==> src/dmr_pkg.sv <==
package dmr_pkg;

  // Link widths
  localparam int ADDR_W = 14;
  localparam int BA_W   = 3;

  // Bank-address select codes for the four registers
  localparam logic [2:0] BA_MR   = 3'h0;
  localparam logic [2:0] BA_EMR1 = 3'h1;
  localparam logic [2:0] BA_EMR2 = 3'h2;
  localparam logic [2:0] BA_EMR3 = 3'h3;

  // Main mode register fields
  localparam int MR_BL_LSB     = 0;
  localparam int MR_BL_MSB     = 2;
  localparam int MR_BT_BIT     = 3;
  localparam int MR_CL_LSB     = 4;
  localparam int MR_CL_MSB     = 6;
  localparam int MR_TEST_BIT   = 7;
  localparam int MR_DLLRST_BIT = 8;
  localparam int MR_WR_LSB     = 9;
  localparam int MR_WR_MSB     = 11;
  localparam logic [2:0] BL_CODE_4 = 3'h2;
  localparam logic [2:0] BL_CODE_8 = 3'h3;

  // Extended register one fields
  localparam int E1_DLL_DIS_BIT  = 0;
  localparam int E1_HALF_DRV_BIT = 1;
  localparam int E1_RTT0_BIT     = 2;
  localparam int E1_AL_LSB       = 3;
  localparam int E1_AL_MSB       = 5;
  localparam int E1_RTT1_BIT     = 6;
  localparam int E1_CAL_LSB      = 7;
  localparam int E1_CAL_MSB      = 9;
  localparam int E1_DQSN_DIS_BIT = 10;
  localparam int E1_RSTRB_BIT    = 11;
  localparam int E1_QOFF_BIT     = 12;
  localparam logic [2:0] CAL_EXIT    = 3'h0;
  localparam logic [2:0] CAL_DEFAULT = 3'h7;

  // Extended register two fields
  localparam int E2_PAR_LSB     = 0;
  localparam int E2_PAR_MSB     = 2;
  localparam int E2_FAST_SR_BIT = 7;

  // Writable bits; all others are sent as zero
  localparam logic [13:0] MR_MASK   = 14'h0f7f;
  localparam logic [13:0] EMR1_MASK = 14'h1fff;
  localparam logic [13:0] EMR2_MASK = 14'h0087;
  localparam logic [13:0] EMR3_MASK = 14'h0000;
  localparam logic [13:0] REG_RESET = 14'h0000;

  // Timing
  localparam int TCK_NS      = 100;
  localparam int TMRD_CK     = 2;
  localparam int DLL_LOCK_CK = 200;
  localparam int TWR_NS      = 15;
  localparam int WR_MIN_CK   = 2;
  localparam int WR_RAW_CK   = (TWR_NS + TCK_NS - 1) / TCK_NS;
  localparam int WR_CK       = (WR_RAW_CK < WR_MIN_CK) ? WR_MIN_CK : WR_RAW_CK;
  localparam logic [2:0] WR_CODE = 3'(WR_CK - 1);

  // Controller APB map
  localparam logic [7:0] OFF_MR   = 8'h00;
  localparam logic [7:0] OFF_EMR1 = 8'h04;
  localparam logic [7:0] OFF_EMR2 = 8'h08;
  localparam logic [7:0] OFF_EMR3 = 8'h0c;
  localparam logic [7:0] OFF_CMD  = 8'h10;
  localparam logic [7:0] OFF_STAT = 8'h14;
  localparam int CMD_TGT_LSB  = 0;
  localparam int CMD_TGT_MSB  = 1;
  localparam int CMD_LOAD_BIT = 2;
  localparam int CMD_CKE_BIT  = 3;
  localparam int CMD_SRE_BIT  = 4;
  localparam int CMD_SRX_BIT  = 5;
  localparam int STAT_BUSY_BIT = 0;
  localparam int STAT_RDOK_BIT = 1;
  localparam int STAT_CKE_BIT  = 2;
  localparam int STAT_SR_BIT   = 3;
  localparam int STAT_CAL_BIT  = 4;

endpackage

==> src/dmr_link_if.sv <==
`timescale 1ns/10ps
interface dmr_link_if;
  logic        cke;
  logic        csN;
  logic        rasN;
  logic        casN;
  logic        weN;
  logic [2:0]  ba;
  logic [13:0] addr;

  modport ctrl (
    output cke,
    output csN,
    output rasN,
    output casN,
    output weN,
    output ba,
    output addr
  );

  modport mem (
    input cke,
    input csN,
    input rasN,
    input casN,
    input weN,
    input ba,
    input addr
  );
endinterface

==> src/dmr_ctrl_end.sv <==
`timescale 1ns/10ps
module dmr_ctrl_end
  import dmr_pkg::*;
(
  input  wire logic        ref_clk,
  input  wire logic        reset_n,
  input  wire logic        clkEn,
  input  wire logic        psel,
  input  wire logic        penable,
  input  wire logic        pwrite,
  input  wire logic [7:0]  paddr,
  input  wire logic [31:0] pwdata,
  output logic [31:0]      prdata_r,
  output logic             pready_r,
  output logic             pslverr_r,
  input  wire logic        banksIdle,
  input  wire logic        hotCase,
  output logic             readOk_r,
  dmr_link_if.ctrl         link
);

  typedef enum logic [1:0] {
    ST_IDLE = 2'b00,
    ST_GAP  = 2'b01
  } dmr_ctl_state_t;

  dmr_ctl_state_t state_r;
  logic [13:0]    shadow_r [4];
  logic [1:0]     tgt_r;
  logic           loadPend_r;
  logic           calExitPend_r;
  logic           srEnterPend_r;
  logic           srExitPend_r;
  logic           ckeOn_r;
  logic           inSr_r;
  logic [1:0]     gapCnt_r;
  logic [7:0]     lockCnt_r;
  logic           apbDo;
  logic           apbWr;
  logic           cmdWr;
  logic           mapped;
  logic           canIssue;
  logic           issueLoad;
  logic           issueSre;
  logic           issueSrx;
  logic [13:0]    loadWord;
  logic [1:0]     loadTgt;
  logic           dllRstIssue;

  // One wait state: answer in the cycle after the access phase starts
  assign apbDo  = psel && penable && !pready_r;
  // Writes land at the edge that sees pready high, as the master samples it
  assign apbWr  = psel && penable && pready_r && pwrite;
  assign mapped = paddr[1:0] == 2'b00 && paddr <= OFF_STAT;
  assign cmdWr  = apbWr && paddr == OFF_CMD;

  // Loads and self-refresh entry issue only from idle, all banks precharged, enable already high
  assign canIssue  = state_r == ST_IDLE && banksIdle && ckeOn_r && !inSr_r;
  assign issueLoad = canIssue && (loadPend_r || calExitPend_r);
  assign issueSre  = canIssue && !issueLoad && srEnterPend_r;
  assign issueSrx  = state_r == ST_IDLE && inSr_r && srExitPend_r;

  // Word to send: whole shadow with forced fields
  always_comb begin
    loadTgt  = calExitPend_r ? 2'(BA_EMR1) : tgt_r;
    loadWord = shadow_r[loadTgt];
    unique case (loadTgt)
      2'h0: begin
        loadWord[MR_WR_MSB:MR_WR_LSB] = WR_CODE;
        loadWord = loadWord & MR_MASK;
      end
      2'h1: begin
        if (calExitPend_r) begin
          loadWord[E1_CAL_MSB:E1_CAL_LSB] = CAL_EXIT;
        end
      end
      2'h2: begin
        if (hotCase) begin
          loadWord[E2_FAST_SR_BIT] = 1'b1;
        end
      end
      2'h3: loadWord = loadWord & EMR3_MASK;
    endcase
  end

  assign dllRstIssue = (issueLoad && loadTgt == 2'(BA_MR) && loadWord[MR_DLLRST_BIT])
                       || issueSrx;

  // APB answer
  always_ff @(posedge ref_clk or negedge reset_n) begin
    if (!reset_n) begin
      pready_r  <= 1'b0;
      pslverr_r <= 1'b0;
      prdata_r  <= 32'h00000000;
    end else if (clkEn) begin
      pready_r  <= apbDo;
      pslverr_r <= apbDo && !mapped;
      prdata_r  <= 32'h00000000;
      if (apbDo && !pwrite && mapped) begin
        if (paddr == OFF_STAT) begin
          prdata_r[STAT_BUSY_BIT] <= state_r != ST_IDLE || loadPend_r || calExitPend_r;
          prdata_r[STAT_RDOK_BIT] <= readOk_r;
          prdata_r[STAT_CKE_BIT]  <= ckeOn_r;
          prdata_r[STAT_SR_BIT]   <= inSr_r;
          prdata_r[STAT_CAL_BIT]  <= calExitPend_r;
        end else if (paddr == OFF_CMD) begin
          prdata_r[CMD_TGT_MSB:CMD_TGT_LSB] <= tgt_r;
          prdata_r[CMD_LOAD_BIT]            <= loadPend_r;
          prdata_r[CMD_CKE_BIT]             <= ckeOn_r;
        end else begin
          prdata_r[13:0] <= shadow_r[paddr[3:2]];
        end
      end
    end
  end

  // Shadow registers; reserved bits are dropped as they are written
  always_ff @(posedge ref_clk or negedge reset_n) begin
    if (!reset_n) begin
      for (int i = 0; i < 4; i++) begin
        shadow_r[i] <= REG_RESET;
      end
    end else if (clkEn && apbWr && paddr <= OFF_EMR3 && paddr[1:0] == 2'b00) begin
      unique case (paddr[3:2])
        2'h0: shadow_r[0] <= pwdata[13:0] & MR_MASK;
        2'h1: shadow_r[1] <= pwdata[13:0] & EMR1_MASK;
        2'h2: shadow_r[2] <= pwdata[13:0] & EMR2_MASK;
        2'h3: shadow_r[3] <= pwdata[13:0] & EMR3_MASK;
      endcase
    end
  end

  // Pending requests; a new request wins over the clear by issue
  always_ff @(posedge ref_clk or negedge reset_n) begin
    if (!reset_n) begin
      tgt_r         <= 2'h0;
      loadPend_r    <= 1'b0;
      calExitPend_r <= 1'b0;
      srEnterPend_r <= 1'b0;
      srExitPend_r  <= 1'b0;
      ckeOn_r       <= 1'b0;
    end else if (clkEn) begin
      if (issueLoad && !calExitPend_r) begin
        loadPend_r <= 1'b0;
      end
      if (issueLoad && calExitPend_r) begin
        calExitPend_r <= 1'b0;
      end else if (issueLoad && loadTgt == 2'(BA_EMR1)
                   && loadWord[E1_CAL_MSB:E1_CAL_LSB] == CAL_DEFAULT) begin
        calExitPend_r <= 1'b1;
      end
      if (issueSre) begin
        srEnterPend_r <= 1'b0;
      end
      if (issueSrx) begin
        srExitPend_r <= 1'b0;
      end
      if (cmdWr) begin
        ckeOn_r <= pwdata[CMD_CKE_BIT];
        if (pwdata[CMD_LOAD_BIT]) begin
          tgt_r      <= pwdata[CMD_TGT_MSB:CMD_TGT_LSB];
          loadPend_r <= 1'b1;
        end
        if (pwdata[CMD_SRE_BIT]) begin
          srEnterPend_r <= 1'b1;
        end
        if (pwdata[CMD_SRX_BIT]) begin
          srExitPend_r <= 1'b1;
        end
      end
    end
  end

  // Sequencer: one command, then the load cycle time as deselect
  always_ff @(posedge ref_clk or negedge reset_n) begin
    if (!reset_n) begin
      state_r  <= ST_IDLE;
      gapCnt_r <= 2'h0;
      inSr_r   <= 1'b0;
    end else if (clkEn) begin
      unique case (state_r)
        ST_IDLE: begin
          if (issueLoad || issueSre || issueSrx) begin
            state_r  <= ST_GAP;
            // Counts down to one, so the deselect lasts the full cycle time
            gapCnt_r <= 2'(TMRD_CK);
          end
          if (issueSre) begin
            inSr_r <= 1'b1;
          end else if (issueSrx) begin
            inSr_r <= 1'b0;
          end
        end
        ST_GAP: begin
          if (gapCnt_r == 2'h1) begin
            state_r <= ST_IDLE;
          end
          gapCnt_r <= gapCnt_r - 2'h1;
        end
      endcase
    end
  end

  // Link pins, registered
  always_ff @(posedge ref_clk or negedge reset_n) begin
    if (!reset_n) begin
      link.cke  <= 1'b0;
      link.csN  <= 1'b1;
      link.rasN <= 1'b1;
      link.casN <= 1'b1;
      link.weN  <= 1'b1;
      link.ba   <= 3'h0;
      link.addr <= 14'h0000;
    end else if (clkEn) begin
      link.csN  <= !(issueLoad || issueSre);
      link.rasN <= !(issueLoad || issueSre);
      link.casN <= !(issueLoad || issueSre);
      link.weN  <= !issueLoad;
      link.cke  <= issueSre ? 1'b0 : (issueSrx || (ckeOn_r && !inSr_r));
      if (issueLoad) begin
        link.ba   <= {1'b0, loadTgt};
        link.addr <= loadWord;
      end
    end
  end

  // Read permission after any loop reset
  always_ff @(posedge ref_clk or negedge reset_n) begin
    if (!reset_n) begin
      lockCnt_r <= 8'h00;
      readOk_r  <= 1'b0;
    end else if (clkEn) begin
      if (dllRstIssue || issueSre) begin
        lockCnt_r <= 8'h00;
        readOk_r  <= 1'b0;
      end else if (lockCnt_r == 8'(DLL_LOCK_CK)) begin
        readOk_r <= !inSr_r;
      end else begin
        lockCnt_r <= lockCnt_r + 8'h01;
      end
    end
  end

endmodule

==> src/flat_wrapper.sv <==
// flat-port wrapper written by rule: the top's interface ports become plain ports
module dmr_ctrl_end_flat import dmr_pkg::*;
  (ref_clk, reset_n, clkEn, psel, penable, pwrite, paddr, pwdata, prdata_r, pready_r, pslverr_r, banksIdle, hotCase, readOk_r, link_cke, link_csN, link_rasN, link_casN, link_weN, link_ba, link_addr);
  dmr_link_if link_i ();
  input  wire logic ref_clk;
  input  wire logic reset_n;
  input  wire logic clkEn;
  input  wire logic psel;
  input  wire logic penable;
  input  wire logic pwrite;
  input  wire logic [7:0] paddr;
  input  wire logic [31:0] pwdata;
  output logic [31:0] prdata_r;
  output logic pready_r;
  output logic pslverr_r;
  input  wire logic banksIdle;
  input  wire logic hotCase;
  output logic readOk_r;
  output wire logic [$bits(link_i.cke)-1:0] link_cke;
  output wire logic [$bits(link_i.csN)-1:0] link_csN;
  output wire logic [$bits(link_i.rasN)-1:0] link_rasN;
  output wire logic [$bits(link_i.casN)-1:0] link_casN;
  output wire logic [$bits(link_i.weN)-1:0] link_weN;
  output wire logic [$bits(link_i.ba)-1:0] link_ba;
  output wire logic [$bits(link_i.addr)-1:0] link_addr;
  assign link_cke = link_i.cke;
  assign link_csN = link_i.csN;
  assign link_rasN = link_i.rasN;
  assign link_casN = link_i.casN;
  assign link_weN = link_i.weN;
  assign link_ba = link_i.ba;
  assign link_addr = link_i.addr;
  dmr_ctrl_end u_core (.ref_clk(ref_clk), .reset_n(reset_n), .clkEn(clkEn), .psel(psel), .penable(penable), .pwrite(pwrite), .paddr(paddr), .pwdata(pwdata), .prdata_r(prdata_r), .pready_r(pready_r), .pslverr_r(pslverr_r), .banksIdle(banksIdle), .hotCase(hotCase), .readOk_r(readOk_r), .link(link_i));
endmodule
==> config.mk <==
export PLATFORM = sky130hd
export DESIGN_NAME = dmr_ctrl_end_flat
export DESIGN_NICKNAME = d
export VERILOG_FILES = /design/src/dmr_pkg.sv /design/src/dmr_link_if.sv /design/src/dmr_ctrl_end.sv /design/src/flat_wrapper.sv
export SDC_FILE = /design/constraint.sdc
export NUM_CORES = 1
export LEC_CHECK = 0
export BUFFER_PORTS_ARGS = -buffer_cell sky130_fd_sc_hd__buf_2
export CAP_MARGIN = 5
export CORE_MARGIN = 2
export CORE_UTILIZATION = 30
export DETAILED_ROUTE_END_ITERATION = 10
export PLACE_DENSITY = 0.58
export REMOVE_ABC_BUFFERS = 1
export SLEW_MARGIN = 5
export SYNTH_ARGS = -nofsm -noshare
export SYNTH_HDL_FRONTEND = slang
export SYNTH_SLANG_ARGS = --single-unit
==> constraint.sdc <==
create_clock -name ref_clk -period 2.14 [get_ports ref_clk]
set_input_delay 0.214 -clock ref_clk [delete_from_list [all_inputs] [get_ports ref_clk]]
set_output_delay 0.214 -clock ref_clk [all_outputs]
set_load 0.1 [all_outputs]
==> Yosys cells after proc, flatten, opt, wreduce, memory -nomap -nowiden <==
Cells that the tools add are included.
{ "word_totals": {"romBits": 0, "in_bits": 48, "ff_bits": 84, "n_memories": 0, "elab_cells": 148, "ram_bits": 0, "out_inout_bits": 57, "latch_bits": 0} }
{ "classes": {"mul": 0, "reduce_logical": 63, "add_sub_neg": 2, "n_bitwise": 2, "order_cmp": 4, "eq_ne": 14, "n_shift": 0, "div_mod_pow": 0, "muxes": 41} }
{ "ops": {"columns": ["op", "count"], "rows": [
  ["two-way mux 14 bit", 5],
  ["binary-select mux 14 bit (select 2 bit)", 2],
  ["logical AND 1 bit", 27],
  ["AND reduction 2 bit", 9],
  ["two-way mux 1 bit", 17],
  ["equality test 8 x 5 -> 1 bit (second input constant)", 2],
  ["two-way mux 8 bit", 2],
  ["two-way mux 10 bit", 1],
  ["two-way mux 9 bit", 1],
  ["AND reduction 3 bit", 3],
  ["adder 8 x 1 -> 8 bit (second input constant)", 1],
  ["equality test 2 x 1 -> 1 bit (second input constant)", 4],
  ["equality test 8 bit (second input constant)", 1],
  ["<= comparator 8 x 4 -> 1 bit (second input constant)", 1],
  ["<= comparator 8 x 5 -> 1 bit (second input constant)", 1],
  ["zero test 2 bit", 4],
  ["logical OR 1 bit", 8],
  ["two-way mux 2 bit", 4],
  ["two-way mux 4 bit", 2],
  ["case mux 2 bit (2 select lines)", 2],
  ["nonzero test 2 bit", 4],
  ["zero test 1 bit", 7],
  ["two-way mux 7 bit", 1],
  ["equality test 2 bit (second input constant)", 3],
  ["other kinds (11)", 14]
]} }

==> Longest topological paths before layout <==
{ "logic_depth": {"depth_word": 12, "ltp_mapped": 7, "ltp_nobuf": 6} }

==> Worst setup path before layout <==
Ideal clock, no wire load.
{ "synth_path": {"kind": "reg2reg", "from": "reg u_core.pready_r", "to": "reg u_core.shadow_r[31] in the netlist's numbering", "t_arrival_ns": 2.188, "stages_incl_launch_ff": 6, "required_ns": 2.015, "n_path_buf": 2, "period_less_slack_ns": 2.313, "setup_time_ns": 0.125, "slack_ns": -0.173, "cell_sequence": "dfrtp_1 nand3_1 or4_4 buf_6 buf_12 mux2_4"} }
{ "synth_via": {"elab_chain_cells": 6} }
{ "synth_rtl": {"columns": ["item", "line", "source"], "rows": [
  ["start: declaration", "dmr_ctrl_end.sv:14", "output logic pready_r,"],
  ["start signal: assignment", "dmr_ctrl_end.sv:96", "pready_r <= apbDo;"],
  ["logical AND 1 bit (2 in series)", "dmr_ctrl_end.sv:53", "assign apbWr = psel && penable && pready_r && pwrite;"],
  ["logical AND 1 bit (3 in series)", "dmr_ctrl_end.sv:123", "end else if (clkEn && apbWr && paddr <= OFF_EMR3 && paddr[1:0] == 2'b00) begin"],
  ["AND reduction 2 bit (no line)", null, null],
  ["end: declaration", "dmr_ctrl_end.sv:28", "logic [13:0] shadow_r [4];"]
]} }
No other way between the ends.
A chain may end at the register's enable or synchronous reset.

==> Worst setup path after layout <==
{ "layout_path": {"from": "reg u_core.loadPend_r", "to": "reg u_core.link.addr[3]"} }
{ "layout_via": {"elab_chain_cells": 3} }
{ "layout_rtl": {"columns": ["item", "line", "source"], "rows": [
  ["start: declaration", "dmr_ctrl_end.sv:30", "logic loadPend_r;"],
  ["start signal: assignment", "dmr_ctrl_end.sv:137", "loadPend_r <= 1'b0;"],
  ["start signal: assignment", "dmr_ctrl_end.sv:144", "loadPend_r <= 1'b0;"],
  ["start signal: assignment", "dmr_ctrl_end.sv:162", "loadPend_r <= 1'b1;"],
  ["logical OR 1 bit", "dmr_ctrl_end.sv:59", "assign issueLoad = canIssue && (loadPend_r || calExitPend_r);"],
  ["logical AND 1 bit", "dmr_ctrl_end.sv:59", null],
  ["AND reduction 2 bit (no line)", null, null],
  ["end signal: assignment", "dmr_ctrl_end.sv:222", "link.addr <= loadWord;"],
  ["end: declaration", "dmr_link_if.sv:18", "output addr"]
]} }
No other way between the ends.

==> run metrics <==
Max IR drop VDD=0.345 mV; Num CTS Buffers=9; routed vias/inst=4.94; final setup violation count=0; mean instance size in the synthesized netlist=10.5 µm²; synthesis warning total=0; actual slew at the worst max-slew pin=0.647 ns; final global-route overflow total=0; quantity of I/O buffers inserted on ports=64; Post-DP HPWL=7730 µm; Unique masters post-synth=60; Switching Power=1.06 mW; Post-Route Utilization=0.369; CP Data Required Time=2.35 ns; met3 track utilization from global routing=0.0432; first-pass iteration count of the detailed router=4; Crit Path Class=reg -> reg; highest achievable clock rate=507 MHz; sequential fraction of design power=0.434; number of gates given a new drive strength after cts=0; clock insertion delay at the later pin of the skew report=0.35 ns; share of synthesized area occupied by flip-flops and latches=0.493; number of vias after detailed routing=3151; clock group share of total power=0.428; met2 Track Usage GR=0.246; diodes inserted=0; Power per Cell Area=787 mW/mm²; final number of max-transition violations=0; finished layout cell area=0.00492 mm²; post-place instance area=0.00459 mm²; number of synthesized flops with an enable pin=0; area growth from synthesis to layout=19.5%; count of nets left with antenna violations after detail routing=0; crit path capture type=flip-flop; via count of the first global-routing pass=3116; number of synthesized register bits=81; weighted congestion at the end of routability-driven global placement=0.807; average wire per standard cell=16.4 µm; largest fanout of any net on the critical path=18; Syn Std Cell Area=0.00412 mm²; cell internal power dissipation=2.81 mW; maximum count of clock buffers along a single path=2; fraction of the cycle the final worst path needs=0.922; busiest metal layer after global routing=met2; Fillers=1353; number of max-cap violations=0; RSZ-0062 raised after global routing=no; number of nets in the finished design=508; total length of routed wires=10500 µm; drc violations=0; Num Clock Sinks=81; Worst Setup Start Kind=flip-flop; pin count of the biggest net entering global routing=37; final count of hold timing violations=0; part of the power in combinational logic=0.138; Min Clock Period, post-route=1.97 ns; global-route wire length before repair=16800 µm; clock transition time at the flip-flop clock pins of the worst setup and hold paths=0.06 ns; Post-synth top flop=dfrtp_1; CORE AREA=0.0133 mm²; Std-Cell Rows=42; initial drt markers=194; Boundary Pins=105; Die Y=121 µm; die extent in x=121 µm; GRT met1 Usage=0.192; die footprint=0.0147 mm²; status=finished clean; share of total power consumed by net switching=0.274; share of flip-flops with an asynchronous set or reset after synthesis=1.00; Initial Utilization=0.308; clock tree from TritonCTS=built; antenna violations before repair=0; CTS H-Tree Depth=3; Clk Tree Root Cell=clkbuf_16; hold_buf cts=1; post-CTS repair timing setup buffer count=0; fraction of layout instances using a drive strength above 1=0.299; synthesized netlist cell count=391; classification of the worst-slack hold path=in -> reg; Fin Clk Skew=0.0101 ns; Static Leakage=2.47 nW; Crit path arrival time=2.18 ns; global-route total usage across every layer=0.152; relative max-transition margin=0.568
## layout by cell type (no fill, tap or decap), drive strengths merged, types with 3 or more instances in the layout
cell type	instances
a211oi	3
a21o	5
a21oi	9
a221oi	8
and3	3
buf	82
clkbuf	11
clkinv	3
conb	21
dfrtp	79
ha	3
inv	17
mux2	31
mux2i	9
nand2	32
nand2b	4
nand3	9
nand4	5
nor2	35
nor2b	5
nor3	8
nor4	3
o211ai	3
o21ai	9
o22ai	4
o2bb2ai	9
o41ai	4
or3	5
or4	5
xnor2	3
## layer usage
metal,wire length [µm],part of all wire
met1,4730,0.45
met2,5070,0.48
met3,490,0.047
met4,180,0.017
met5,0,0
## logic make-up (layout without fill, tap and decap cells)
family	count (synthesis)	after routing	synth area share
AOI/OAI and AO/OA	71	71	0.127
other	1	21	0.000911
DFF	81	81	0.493
xor gates and xnor gates	5	5	0.0106
adders and majority gates	3	3	0.00912
buffers and inverters	65	116	0.0866
and+or+nand+nor	125	125	0.157
muxes	40	40	0.116
## sequential cells by signal, summed over array words and instances, names as in the netlist, 2 cells and up
signal            count
u_core.shadow_r      28
u_core.link.addr     13
u_core.prdata_r      13
u_core.lockCnt_r      8
u_core.gapCnt_r       2
u_core.link.ba        2
u_core.tgt_r          2
## per-stage QoR
stage | worst slack [ns] | cells | total power, mW | hold WS [ns] | TNS, ns
2_1_floorplan | -0.0732 | 363 | 2.06 | -0.0816 | -1.24
4_1_cts | 0.216 | 638 | 3.93 | 0.104 | 0
3_3_place_gp | 0.222 | 621 | 2.23 | 0.202 | 0
3_5_place_dp | 0.218 | 621 | 2.24 | 0.214 | 0
6_report | 0.168 | 638 | 3.87 | 0.120 | 0
5_1_grt | 0.0118 | 638 | 4.08 | 0.103 | 0
## power by group through the flow
stage                     clock, mW  sequential [mW]  combinational, mW
after floorplan                   0             1.72              0.340
after global placement            0             1.70              0.526
after detailed placement          0             1.70              0.538
after CTS                      1.72             1.68              0.540
after global routing           1.79             1.69              0.590
final                          1.66             1.68              0.535
## synthesized netlist by cell type, types with 3 or more instances
| cell type | n | area, µm² |
|---|---|---|
| dfrtp_1 | 79 | 1980 |
| mux2_2 | 21 | 236 |
| xnor2_1 | 3 | 26.3 |
| mux2_4 | 10 | 150 |
| nand2b_1 | 4 | 25.0 |
| nor2_1 | 34 | 128 |
| o22ai_1 | 4 | 25.0 |
| a21oi_1 | 9 | 45.0 |
| nand3_1 | 9 | 45.0 |
| or3_1 | 5 | 31.3 |
| mux2i_1 | 9 | 90.1 |
| nor4_1 | 3 | 18.8 |
| buf_1 | 4 | 15.0 |
| nand2_1 | 31 | 116 |
| o41ai_1 | 4 | 35.0 |
| a21o_1 | 5 | 37.5 |
| nor2b_1 | 5 | 31.3 |
| o2bb2ai_1 | 9 | 78.8 |
| ha_1 | 3 | 37.5 |
| inv_1 | 17 | 63.8 |
| o211ai_1 | 3 | 22.5 |
| a211oi_1 | 3 | 22.5 |
| a221oi_1 | 8 | 70.1 |
| clkbuf_1 | 17 | 63.8 |
| nand4_1 | 5 | 31.3 |
| and3_1 | 3 | 18.8 |
| buf_4 | 23 | 173 |
| or4_1 | 4 | 30.0 |
| nor3_1 | 7 | 35.0 |
| o21ai_0 | 9 | 45.0 |
## cell type report
| type | count | area, µm² | share of cell area |
|---|---|---|---|
| multi-input cells | 265 | 1810 | 0.367 |
| clock inverters | 5 | 78.8 | 0.0160 |
| flip-flops and latches | 81 | 2030 | 0.412 |
| well taps | 176 | 220 | 0.0447 |
| inverters | 17 | 63.8 | 0.0130 |
| repair buffers | 83 | 480 | 0.0976 |
| clock buffers | 11 | 243 | 0.0493 |
## critical path, cell delays in order, from the launching register on
cell and delay, ns:
dfrtp_1 0.51, nor2_1 0.13, or3_1 0.65, a221oi_1 0.45
nor2_1 0.08
## path summary, 6_finish.rpt
| kind | end | from | slack, ns | depth (start not counted) |
|---|---|---|---|---|
| setup / recovery | u_core.link.addr[3] | u_core.loadPend_r | 0.17 | 4 |
| hold / removal | u_core.shadow_r[36] | pwdata[8] | 0.12 | 2 |
| setup reg to reg | u_core.link.addr[3] | u_core.loadPend_r | 0.17 | 4 |
| hold reg to reg | u_core.link.addr[10] | u_core.link.addr[10] | 0.47 | 2 |
| max in group asynchronous | u_core.srEnterPend_r | reset_n | 1.07 | 3 |
| min in group asynchronous | u_core.shadow_r[45] | reset_n | 0.38 | 2 |
No activity file was read; power rests on OpenSTA's default activity.
